[config.mk]
export PLATFORM = sky130hd
export DESIGN_NAME = mscl_core
export DESIGN_NICKNAME = d
export VERILOG_FILES = /design/src/common/mscl_pkg.sv /design/src/logic/mscl_core.sv
export VERILOG_INCLUDE_DIRS = /design/src /design/src/common
export SDC_FILE = /design/constraint.sdc
export NUM_CORES = 1
export LEC_CHECK = 0
export BUFFER_PORTS_ARGS = -buffer_cell sky130_fd_sc_hd__buf_4
export CAP_MARGIN = 20
export CORE_MARGIN = 4
export CORE_UTILIZATION = 45
export DETAILED_ROUTE_END_ITERATION = 10
export PLACE_DENSITY = 0.63
export SYNTH_ARGS = -nofsm -noshare
export SYNTH_HDL_FRONTEND = slang
export SYNTH_SLANG_ARGS = --single-unit
[constraint.sdc]
create_clock -name REF_CLK -period 9.8 [get_ports REF_CLK]
set_input_delay 0.98 -clock REF_CLK [delete_from_list [all_inputs] [get_ports REF_CLK]]
set_output_delay 0.98 -clock REF_CLK [all_outputs]
set_load 0.005 [all_outputs]
[src/common/mscl_defs.svh]
// Purpose: Constants for the motion stop command logic
// Assumes: APB byte addresses, 32-bit data
// Notes:   Opcodes and field ranges of the command word live here
`ifndef MSCL_DEFS_SVH
`define MSCL_DEFS_SVH

// Register byte offsets
`define MSCL_ADDR_CMD        8'h00
`define MSCL_ADDR_DATA       8'h04
`define MSCL_ADDR_JOG_ACCEL  8'h08
`define MSCL_ADDR_JOG_STOP   8'h0c
`define MSCL_ADDR_MAX_ACCEL  8'h10
`define MSCL_ADDR_FEED_DECEL 8'h14
`define MSCL_ADDR_CTRL       8'h18
`define MSCL_ADDR_STATUS     8'h1c
`define MSCL_ADDR_REPLY      8'h20
`define MSCL_ADDR_OUTS       8'h24

// Command word fields and control register bits
`define MSCL_CMD_OP          3:0
`define MSCL_CMD_PRM         5:4
`define MSCL_CMD_IDX         10:8
`define MSCL_CTRL_MULTITASK  0
`define MSCL_CTRL_HALF_DUPLX 1

// Opcodes
`define MSCL_OP_STOP_JOG     4'h1
`define MSCL_OP_STOP_FLUSH   4'h2
`define MSCL_OP_STOP_MOTION  4'h3
`define MSCL_OP_SET_OUTPUT   4'h4
`define MSCL_OP_SET_POSITION 4'h5
`define MSCL_OP_SEND_STRING  4'h6
`define MSCL_OP_COMMENCE_JOG 4'h7
`define MSCL_OP_FEED         4'h8
`define MSCL_OP_SEEK_HOME    4'h9

// Parameter letters
`define MSCL_PRM_NONE        2'h0
`define MSCL_PRM_D           2'h1
`define MSCL_PRM_M           2'h2
`define MSCL_PRM_HIGH        2'h3

// Move kinds
`define MSCL_KIND_FEED       2'h0
`define MSCL_KIND_JOG        2'h1
`define MSCL_KIND_HOME       2'h2

// Reset values and sizes
`define MSCL_RST_RATE        16'h0064
`define MSCL_RST_CTRL        2'h0
`define MSCL_RST_OUTS        8'hff
`define MSCL_QDEPTH          8
`define MSCL_STR_MAX         3'h4

`endif

[src/common/mscl_pkg.sv]
// Purpose: Types shared by the motion stop command logic
// Assumes: Constants come from mscl_defs.svh
// Notes:   Structs carry grouped signals across ports
package mscl_pkg;

	typedef struct packed {
		logic [3:0]  op;
		logic [1:0]  prm;
		logic [2:0]  idx;
		logic [31:0] arg;
	} mscl_cmd_t;

	typedef struct packed {
		logic       busy;
		logic [1:0] kind;
		logic       waiting;
	} mscl_motion_t;

	typedef struct packed {
		logic        req;
		logic [15:0] rate;
		logic        abort_wait;
	} mscl_stop_t;

	typedef struct packed {
		logic        start;
		logic [1:0]  kind;
		logic [31:0] arg;
	} mscl_move_t;

endpackage

[src/logic/mscl_core.sv]
// Purpose: Stop, output, position and string commands of a drive
// Assumes: One 10 MHz clock, synchronous active-high reset, APB slave
// Notes:   Motion unit raises busy the cycle after a move start
`timescale 1ns/1ns
`include "mscl_defs.svh"

module mscl_core (
	// Clock and reset
	input  wire logic                 REF_CLK,
	input  wire logic                 RST,
	// APB slave
	input  wire logic                 PSEL,
	input  wire logic                 PENABLE,
	input  wire logic                 PWRITE,
	input  wire logic [7:0]           PADDR,
	input  wire logic [31:0]          PWDATA,
	output logic      [31:0]          PRDATA,
	output logic                      PREADY,
	output logic                      PSLVERR,
	// Motion unit
	input  wire mscl_pkg::mscl_motion_t MOTION,
	input  wire logic [31:0]          CUR_POS,
	output mscl_pkg::mscl_stop_t      STOP,
	output mscl_pkg::mscl_move_t      MOVE,
	output logic                      POS_LOAD,
	output logic      [31:0]          POS_VALUE,
	// General-purpose outputs, 1 means open
	output logic      [7:0]           GP_OUT,
	// Serial transmit byte stream
	output logic                      TX_VALID,
	output logic      [7:0]           TX_DATA,
	input  wire logic                 TX_READY
);

	// Register index decode, shared by read and write paths
	function automatic logic [3:0] reg_sel(input logic [7:0] a);
		unique case (a)
			`MSCL_ADDR_CMD:        reg_sel = 4'h0;
			`MSCL_ADDR_DATA:       reg_sel = 4'h1;
			`MSCL_ADDR_JOG_ACCEL:  reg_sel = 4'h2;
			`MSCL_ADDR_JOG_STOP:   reg_sel = 4'h3;
			`MSCL_ADDR_MAX_ACCEL:  reg_sel = 4'h4;
			`MSCL_ADDR_FEED_DECEL: reg_sel = 4'h5;
			`MSCL_ADDR_CTRL:       reg_sel = 4'h6;
			`MSCL_ADDR_STATUS:     reg_sel = 4'h7;
			`MSCL_ADDR_REPLY:      reg_sel = 4'h8;
			`MSCL_ADDR_OUTS:       reg_sel = 4'h9;
			default:               reg_sel = 4'hf;
		endcase
	endfunction

	// Deceleration source: D picks feed or jog rate, else max
	function automatic logic [15:0] pick_rate(
		input logic [1:0]  prm,
		input logic [1:0]  kind,
		input logic [15:0] jog_rate,
		input logic [15:0] feed_rate,
		input logic [15:0] max_rate);
		if (prm == `MSCL_PRM_D) begin
			pick_rate = (kind == `MSCL_KIND_JOG) ? jog_rate : feed_rate;
		end else begin
			pick_rate = max_rate;
		end
	endfunction

	// Settings and state
	logic [31:0]             data_arg;
	logic [15:0]             jog_accel_setting;
	logic [15:0]             jog_stop_rate;
	logic [15:0]             max_accel_setting;
	logic [15:0]             feed_slowdown_rate;
	logic [1:0]              ctrl;
	logic [31:0]             reply_val;
	logic [3:0]              reply_tag;
	logic                    reply_valid;
	logic                    start_guard;
	logic [31:0]             tx_buf;
	logic [2:0]              tx_left;

	// Command queue
	mscl_pkg::mscl_cmd_t     q_mem [`MSCL_QDEPTH];
	logic [2:0]              wr_ptr;
	logic [2:0]              rd_ptr;
	logic [3:0]              q_count;

	// Bus decode
	logic [3:0]              wsel;
	logic                    acc;
	logic                    bad_addr;
	logic                    wr_en;
	logic                    rd_en;
	logic [31:0]             rdata;
	mscl_pkg::mscl_cmd_t     new_cmd;
	mscl_pkg::mscl_cmd_t     head;
	logic                    cmd_wr;
	logic                    imm_jog;
	logic                    imm_flush;
	logic                    q_full;
	logic                    enq;
	logic                    multitask;
	logic                    half_duplex;
	logic                    exec_ready;
	logic                    exec_go;
	logic                    x_stop_motion;
	logic                    x_set_output;
	logic                    x_set_pos;
	logic                    x_send;
	logic                    x_move;
	logic                    is_jogging;
	logic [2:0]              str_len;
	logic [3:0]              next_count;

	assign wsel        = reg_sel(PADDR);
	assign acc         = PSEL & PENABLE;
	assign bad_addr    = (wsel == 4'hf) | (PADDR[1:0] != 2'h0);
	assign wr_en       = acc & PWRITE & ~bad_addr;
	assign rd_en       = PSEL & ~PENABLE & ~PWRITE;
	assign multitask   = ctrl[`MSCL_CTRL_MULTITASK];
	assign half_duplex = ctrl[`MSCL_CTRL_HALF_DUPLX];

	assign new_cmd.op  = PWDATA[`MSCL_CMD_OP];
	assign new_cmd.prm = PWDATA[`MSCL_CMD_PRM];
	assign new_cmd.idx = PWDATA[`MSCL_CMD_IDX];
	assign new_cmd.arg = data_arg;

	assign cmd_wr      = wr_en & (wsel == 4'h0);
	assign imm_jog     = cmd_wr & (new_cmd.op == `MSCL_OP_STOP_JOG);
	assign imm_flush   = cmd_wr & (new_cmd.op == `MSCL_OP_STOP_FLUSH);
	assign q_full      = (q_count == 4'(`MSCL_QDEPTH));
	assign enq         = cmd_wr & ~imm_jog & ~imm_flush & ~q_full;

	// A buffered command refused for a full queue reports an error
	assign PREADY      = 1'b1;
	assign PSLVERR     = acc & (bad_addr | (cmd_wr & q_full & ~imm_jog
	                     & ~imm_flush));

	// Executor: without multitasking a move or wait holds the queue
	assign head        = q_mem[rd_ptr];
	assign exec_ready  = (tx_left == 3'h0) & ~start_guard
	                     & (multitask | ~(MOTION.busy | MOTION.waiting));
	assign exec_go     = (q_count != 4'h0) & exec_ready & ~imm_flush;
	assign x_stop_motion = exec_go & (head.op == `MSCL_OP_STOP_MOTION);
	assign x_set_output  = exec_go & (head.op == `MSCL_OP_SET_OUTPUT);
	assign x_set_pos     = exec_go & (head.op == `MSCL_OP_SET_POSITION);
	assign x_send        = exec_go & (head.op == `MSCL_OP_SEND_STRING);
	assign x_move        = exec_go & ((head.op == `MSCL_OP_COMMENCE_JOG)
	                       | (head.op == `MSCL_OP_FEED)
	                       | (head.op == `MSCL_OP_SEEK_HOME));
	assign is_jogging    = MOTION.busy & (MOTION.kind == `MSCL_KIND_JOG);
	assign str_len       = ((head.idx == 3'h0) | (head.idx > `MSCL_STR_MAX))
	                       ? `MSCL_STR_MAX : head.idx;

	// Only stop-flush empties the queue; stop-motion never touches it
	assign next_count = imm_flush ? 4'h0 :
	                    4'(q_count + {3'h0, enq} - {3'h0, exec_go});

	always_ff @(posedge REF_CLK) begin
		if (RST) begin
			wr_ptr  <= 3'h0;
			rd_ptr  <= 3'h0;
			q_count <= 4'h0;
		end else begin
			q_count <= next_count;
			if (imm_flush) begin
				wr_ptr <= 3'h0;
				rd_ptr <= 3'h0;
			end else begin
				wr_ptr <= enq ? 3'(wr_ptr + 3'h1) : wr_ptr;
				rd_ptr <= exec_go ? 3'(rd_ptr + 3'h1) : rd_ptr;
			end
		end
	end

	always_ff @(posedge REF_CLK) begin
		if (enq) begin
			q_mem[wr_ptr] <= new_cmd;
		end
	end

	// Software settings
	always_ff @(posedge REF_CLK) begin
		if (RST) begin
			data_arg           <= 32'h0;
			jog_accel_setting  <= `MSCL_RST_RATE;
			jog_stop_rate      <= `MSCL_RST_RATE;
			max_accel_setting  <= `MSCL_RST_RATE;
			feed_slowdown_rate <= `MSCL_RST_RATE;
			ctrl               <= `MSCL_RST_CTRL;
		end else if (wr_en) begin
			unique case (wsel)
				4'h1:    data_arg           <= PWDATA;
				4'h2:    jog_accel_setting  <= PWDATA[15:0];
				4'h3:    jog_stop_rate      <= PWDATA[15:0];
				4'h4:    max_accel_setting  <= PWDATA[15:0];
				4'h5:    feed_slowdown_rate <= PWDATA[15:0];
				4'h6:    ctrl               <= PWDATA[1:0];
				default: ctrl               <= ctrl;
			endcase
		end
	end

	// Stop requests: flush beats stop-jog beats a queued stop-motion
	always_ff @(posedge REF_CLK) begin
		if (RST) begin
			STOP <= '0;
		end else begin
			STOP.req        <= 1'b0;
			STOP.abort_wait <= 1'b0;
			if (imm_flush) begin
				STOP.req        <= MOTION.busy;
				STOP.abort_wait <= MOTION.waiting;
				STOP.rate       <= pick_rate(new_cmd.prm, MOTION.kind,
				                   jog_accel_setting, feed_slowdown_rate,
				                   max_accel_setting);
			end else if (imm_jog & is_jogging) begin
				STOP.req  <= 1'b1;
				STOP.rate <= jog_accel_setting;
			end else if (x_stop_motion & MOTION.busy
			             & (MOTION.kind != `MSCL_KIND_HOME)) begin
				STOP.req  <= 1'b1;
				STOP.rate <= pick_rate(head.prm, MOTION.kind,
				             jog_stop_rate, feed_slowdown_rate,
				             max_accel_setting);
			end
		end
	end

	// Move starts; the guard covers the cycle before busy rises
	always_ff @(posedge REF_CLK) begin
		if (RST) begin
			MOVE        <= '0;
			start_guard <= 1'b0;
		end else begin
			MOVE.start  <= x_move;
			start_guard <= x_move;
			if (x_move) begin
				MOVE.arg  <= head.arg;
				MOVE.kind <= (head.op == `MSCL_OP_COMMENCE_JOG)
				             ? `MSCL_KIND_JOG
				             : (head.op == `MSCL_OP_SEEK_HOME)
				             ? `MSCL_KIND_HOME : `MSCL_KIND_FEED;
			end
		end
	end

	// Output pins, one flop each
	genvar g;
	generate
		for (g = 0; g < 8; g++) begin : gp_bit
			always_ff @(posedge REF_CLK) begin
				if (RST) begin
					GP_OUT[g] <= 1'(`MSCL_RST_OUTS >> g);
				end else if (x_set_output & (head.idx == 3'(g))) begin
					GP_OUT[g] <= (head.prm == `MSCL_PRM_HIGH);
				end
			end
		end
	endgenerate

	// Position load or report; a new reply wins over the read clear
	always_ff @(posedge REF_CLK) begin
		if (RST) begin
			POS_LOAD    <= 1'b0;
			POS_VALUE   <= 32'h0;
			reply_val   <= 32'h0;
			reply_tag   <= 4'h0;
			reply_valid <= 1'b0;
		end else begin
			POS_LOAD <= x_set_pos & (head.prm != `MSCL_PRM_HIGH);
			if (x_set_pos & (head.prm != `MSCL_PRM_HIGH)) begin
				POS_VALUE <= head.arg;
			end
			if (x_set_pos & (head.prm == `MSCL_PRM_HIGH)) begin
				reply_val   <= CUR_POS;
				reply_tag   <= head.op;
				reply_valid <= 1'b1;
			end else if (acc & ~PWRITE & (wsel == 4'h8)) begin
				reply_valid <= 1'b0;
			end
		end
	end

	// String echo, low byte first; flush cuts it short
	assign TX_VALID = (tx_left != 3'h0);
	assign TX_DATA  = tx_buf[7:0];

	always_ff @(posedge REF_CLK) begin
		if (RST) begin
			tx_buf  <= 32'h0;
			tx_left <= 3'h0;
		end else if (imm_flush) begin
			tx_left <= 3'h0;
		end else if (x_send & ~half_duplex) begin
			tx_buf  <= head.arg;
			tx_left <= str_len;
		end else if (TX_VALID & TX_READY) begin
			tx_buf  <= {8'h0, tx_buf[31:8]};
			tx_left <= 3'(tx_left - 3'h1);
		end
	end

	// Read data captured in the setup phase
	always_comb begin
		unique case (wsel)
			4'h1:    rdata = data_arg;
			4'h2:    rdata = {16'h0, jog_accel_setting};
			4'h3:    rdata = {16'h0, jog_stop_rate};
			4'h4:    rdata = {16'h0, max_accel_setting};
			4'h5:    rdata = {16'h0, feed_slowdown_rate};
			4'h6:    rdata = {30'h0, ctrl};
			4'h7:    rdata = {20'h0, reply_tag, reply_valid, TX_VALID,
			                  q_full, 1'b0, q_count};
			4'h8:    rdata = reply_val;
			4'h9:    rdata = {24'h0, GP_OUT};
			default: rdata = 32'h0;
		endcase
	end

	always_ff @(posedge REF_CLK) begin
		if (RST) begin
			PRDATA <= 32'h0;
		end else if (rd_en) begin
			PRDATA <= bad_addr ? 32'h0 : rdata;
		end
	end

endmodule
# Yosys cells after proc, flatten, opt, wreduce, memory -nomap -nowiden
# Memories as Yosys holds them, arrays and structs flattened. A register that Yosys moved wholly into a read port is not among the register bits.
# Index checks and enable logic that the tools add are counted.
# W data, S select, Z words.
classes:
  reduce_logical: 19
  muxes: 23
  n_addsub: 5
  eq_ne: 42
  order_cmp: 1
  bitwise_logic: 58
ops:
  columns: ["operator", "count"]
  rows:
  - ["$pmux W32 S9", 1]
  - ["$mux W32", 3]
  - ["$mux W16", 4]
  - ["$mux W17", 3]
  - ["$and A1 B1 Y1", 42]
  - ["$pmux W4 S10", 1]
  - ["$eq A4 B3 Y1 const B", 8]
  - ["$eq A8 B5 Y1 const B", 4]
  - ["$eq A4 B4 Y1 const B", 6]
  - ["$eq A4 B2 Y1 const B", 4]
  - ["$eq A8 B4 Y1 const B", 2]
  - ["$eq A8 B6 Y1 const B", 2]
  - ["$mux W3", 5]
  - ["$reduce_and A2 Y1", 7]
  - ["$eq A3 B3 Y1 const B", 4]
  - ["$not A1 Y1", 9]
  - ["$eq A4 B1 Y1 const B", 2]
  - ["$eq A8 B3 Y1 const B", 1]
  - ["$logic_not A8 Y1", 1]
  - ["$or A1 B1 Y1", 7]
  - ["$add A3 B1 Y3 const B", 2]
  - ["$eq A2 B1 Y1 const B", 3]
  - ["$eq A3 B2 Y1 const B", 2]
  - ["$logic_not A3 Y1", 2]
  - ["other kinds (14)", 23]
word_totals:
  ramBits: 328
  n_memories: 1
  reg_bits: 306
  word_cells: 180
  inputBits: 82
mem_list:
  columns: ["memory", "words", "word_bits", "read_ports", "rd_clocked_by_memory_dff", "wr", "line", "rtl"]
  rows:
  - ["q_mem", 8, 41, 1, 1, 1, "mscl_core.sv:81", "mscl_pkg::mscl_cmd_t q_mem [`MSCL_QDEPTH];"]

# Longest topological paths before layout
depth:
  word_depth: 16
  mapped_depth: 11

# Worst setup path before layout
# OpenSTA, ideal clock, no wires.
synth_timing:
  path_type: "input port to flip-flop"
  start: "input PADDR[1]"
  end: "memory q_mem[4][0] in the netlist's numbering, enable pin"
  setup_time_ps: 490
  setup_slack_ps: 4025
  required_ps: 9310
  stages: 6
  arrival_time_ps: 5284
  n_path_buf: 1
  path_cell_list: "nor4_2 > and4_1 > clkbuf_1 > nand3b_1 > or2_2 > nor3_1"
synth_via:
  elab_chain_len: 14
synth_lines:
  columns: ["element", "line", "rtl"]
  rows:
  - ["from (decl)", "mscl_core.sv:15", "input wire logic [7:0] PADDR,"]
  - ["$eq A8 B6 Y1, or another cell as far along", "mscl_core.sv:37", "unique case (a)"]
  - ["$pmux W4 S10", "mscl_core.sv:37", null]
  - ["$eq A4 B4 Y1", "mscl_core.sv:115", "assign bad_addr = (wsel == 4'hf) | (PADDR[1:0] != 2'h0);"]
  - ["$or A1 B1 Y1", "mscl_core.sv:115", null]
  - ["$not A1 Y1", "mscl_core.sv:116", "assign wr_en = acc & PWRITE & ~bad_addr;"]
  - ["$and A1 B1 Y1", "mscl_core.sv:116", null]
  - ["$and A1 B1 Y1 *", "mscl_core.sv:126", "assign cmd_wr = wr_en & (wsel == 4'h0);"]
  - ["$and A1 B1 Y1", "mscl_core.sv:127", "assign imm_jog = cmd_wr & (new_cmd.op == `MSCL_OP_STOP_JOG);"]
  - ["$not A1 Y1", "mscl_core.sv:130", "assign enq = cmd_wr & ~imm_jog & ~imm_flush & ~q_full;"]
  - ["$and A1 B1 Y1", "mscl_core.sv:130", null]
  - ["$and A1 B1 Y1 * (2 in series)", "mscl_core.sv:130", null]
  - ["$mux W1 *", "mscl_core.sv:175", "if (enq) begin"]
  - ["$mux W1 (not written as such) *", "mscl_core.sv:176", "q_mem[wr_ptr] <= new_cmd;"]
  - ["to (decl)", "mscl_core.sv:81", null]
# Mark *: on every way between the ends. The rest lies on a longest branch, timed or not.

==> flow_summary.json <==
{
  "run_status": "completed",
  "power_leakage_uw": 0.0102,
  "period_minus_slack_ns": 4.44,
  "min_delay_worst_endpoint": "PRDATA[29]$_SDFFE_PP0P_",
  "synth_top_area_cell": "edfxtp_1",
  "groute.usage.overall_pct": 22.5,
  "drt_pre_antenna_iters": 6,
  "chipHeight_um": 249,
  "number_of_buffers_inserted_during_clock_tree_synthesis": 68,
  "synth_enable_flop_cells": 328,
  "synth.top_cell.area_share_pct": 37.6,
  "via_density": 5.84,
  "hold_path.class": "reg -> reg",
  "setup_total_negative_slack_ns": 0,
  "die_outline_width_um": 249,
  "unrepaired_setup_endpoints_after_global_routing": "no",
  "post-route-drc-count": 0,
  "number_of_cells_in_the_finished_layout_apart_from_fillers": 3083,
  "hp-start": "PRDATA[29]$_SDFFE_PP0P_",
  "dp.final_hpwl_um": 46400,
  "clk-insertion-delay-late_ns": 0.60,
  "peakVddDrop_mv": 0.127,
  "post_cts.repair.setup_buffers": 0,
  "standard_cell_rows": 88,
  "synth_sequential_area_ratio_pct": 61.2,
  "reg2reg_setup_slack_ns": 5.36,
  "filler_cell_count": 4914,
  "final_core_occ_pct": 53.2,
  "gp_routability_congestion": 0.842,
  "cts_hold_repair.buffers": 0,
  "synth.net_count": 2202,
  "ys_types": 66,
  "cts.sink_count": 637,
  "worst_r2r_endpoint": "STOP[9]$_SDFFE_PP0P_",
  "worst_pin_slew_ns": 1.17,
  "fin_worst_skew_ns": 0.0155,
  "antenna_violating_nets_post_route": 0,
  "clock_tree.root_cell": "clkbuf_16",
  "period_share_pct": 45.3,
  "post_synth_instance_area_um2": 26200,
  "post_synth.cell_area_avg_um2": 12.4,
  "cts_tree": "built",
  "wl_per_cell_um": 23.3,
  "synthTopCellsByArea": "edfxtp_1 38%, dfxtp_1 24%, mux4_2 6.8%",
  "place.port_buffers": 217,
  "maxCapViolCount": 0,
  "worstSetupEndpointType": "flip-flop",
  "dieArea_um2": 62100,
  "setup_viol_count_final": 0,
  "holdPathStages": 2,
  "post_detailed_placement_cell_area_um2": 28500,
  "gr-total-overflow": 0,
  "fmax_mhz": 225,
  "num_io_pins": 219,
  "grt_pass1_vias": 17700,
  "insertedDiodeCount": 0,
  "synth-async-reset-ratio_pct": 0,
  "finalHoldViolCount": 0,
  "power.density_cell_area_nw_per_um2": 198,
  "setup.worst_path.class": "reg -> reg",
  "starting_utilization_of_the_core_area_pct": 45.4,
  "crit_fanout": 46,
  "yosys_warnings": 0,
  "area_growth_pct": 17.2,
  "worst-r2r-cell-count": 7,
  "h-tree-depth": 3,
  "final_net_count": 2361,
  "antenna_found_initial": 0,
  "core_outline_area_um2": 57700,
  "final_critical_path_setup_slack_ns": 5.36,
  "grt_pass1_wl_um": 110000,
  "critPathArrivalTime_ns": 4.91,
  "timing.critical_path.from_type": "flip-flop",
  "worst_setup_hold_path_clk_slew_ns": 0.06,
  "number_of_gates_resized_after_cts": 0,
  "layout-drive-gt1-share_pct": 21.8,
  "timing.max_slew.rel_slack_pct": 21.5,
  "preCtsSetupSlack_ns": 5.41,
  "placed_cells_incl_taps": 2958,
  "clockBufferDepth": 3,
  "grt_max_degree": 153,
  "yosys_register_bits": 637,
  "wirelength_um": 71800,
  "vias": 18000,
  "synthesis.instances": 2107,
  "dominant_synthesized_flop_cell": "edfxtp_1",
  "initialDrtViolationCount": 1568,
  "required_ns": 10.27,
  "finalMaxSlewViolations": 0,
  "final_cell_area_um2": 30700
}
## area by class of cell
cell class / instances / area (um^2) / area share, %
sequential: 637 / 16000 / 52.3
multi-input combinational: 1289 / 9510 / 31.0
timing repair buffer: 255 / 1980 / 6.45
clock buffer: 99 / 1960 / 6.39
tap: 765 / 957 / 3.12
clock inverter: 23 / 189 / 0.615
inverter: 15 / 56.3 / 0.183
## worst max-delay path, stage by stage (launching register included)
cell,delay (ns)
dfxtp_4,0.80
buf_4,0.60
mux4_1,0.38
mux2_2,0.34
nor4_1,0.22
or4b_1,0.86
and3b_1,0.58
a221o_1,0.45
## per-stage QoR
stage | hold slack [ns] | power, uW
finish | 0.461 | 6090
floorplan | 0.440 | 3420
global placement | 0.442 | 3650
detailed placement | 0.448 | 3660
global route | 0.482 | 6310
CTS | 0.464 | 6130
## power breakdown
group	switching [uW]	total, uW	internal, uW
Combinational	396	733	337
Sequential	60.7	2870	2810
Clock	1040	2480	1450
## cells by family (layout without fill, tap and decap cells)
family / after synthesis / in the layout / synth area share (%)
adders and majority gates: 13 / 13 / 0.649
DFF: 637 / 637 / 61.2
and+or+nand+nor: 603 / 603 / 10.4
muxes: 277 / 277 / 14.7
other: 1 / 1 / 0.0143
AOI/OAI and AO/OA: 386 / 386 / 9.82
buffers and inverters: 181 / 392 / 2.93
xor gates and xnor gates: 9 / 9 / 0.301
## Yosys cell counts (11+ instances only)
library cell	number
a211oi_1	50
a21o_1	29
a21oi_1	114
a221o_1	16
a221oi_1	24
a22oi_1	29
and3_1	12
buf_2	29
clkbuf_1	115
dfxtp_1	309
edfxtp_1	328
ha_1	12
inv_1	15
mux2_2	36
mux2i_1	160
mux4_2	79
nand2_1	231
nand2b_1	19
nand3_1	68
nand3b_1	17
nor2_1	181
nor2b_1	18
nor3_1	11
o211ai_1	19
o21ai_0	63
## flip-flops by register name, indices dropped and copies added, names as in the netlist, 4 cells and up, named ones only
register and count:
data_arg 32, tx_buf 32, jog_accel_setting 16, q_count 4, feed_slowdown_rate 16, STOP 18
MOVE 34, q_mem 328, POS_VALUE 32, reply_val 32, max_accel_setting 16, PRDATA 32
jog_stop_rate 16, reply_tag 4, GP_OUT 8
## layer usage
layer / track usage (%) / routed length, um / vias up
met3: 4.32 / 4690 / 122
met2: 35.8 / 33600 / 712
met4: 5.82 / 1580 / 0
li1: - / - / 8136
met5: 0 / 0 / -
met1: 32.2 / 31900 / 9024
## worst max-delay path by stage
stage | endpoint | depth (start not counted) | slack (ns) | startpoint
after floorplan | q_mem[4][0]$_DFFE_PP_ | 6 | 4.03 | PADDR[1]
after global placement | STOP[14]$_SDFFE_PP0P_ | 7 | 5.48 | PADDR[2]
after detailed placement | STOP[12]$_SDFFE_PP0P_ | 7 | 5.41 | PADDR[2]
after CTS | STOP[13]$_SDFFE_PP0P_ | 7 | 5.39 | flip-flop
after global routing | STOP[9]$_SDFFE_PP0P_ | 7 | 5.17 | flip-flop
final | STOP[9]$_SDFFE_PP0P_ | 7 | 5.36 | flip-flop
## cell usage in the layout (no fill, tap or decap), types with 20 or more instances in the layout
master	n
mux2i_1	160
mux2_2	36
a221oi_1	24
o21ai_0	63
a21o_1	29
a22oi_1	29
clkbuf_16	71
a211oi_1	50
dfxtp_1	306
buf_4	250
nand2_1	231
nor2_1	172
mux4_2	79
clkbuf_1	20
edfxtp_1	328
nand3_1	67
a21oi_1	113
Note: power is estimated with default switching activity, not from simulation.
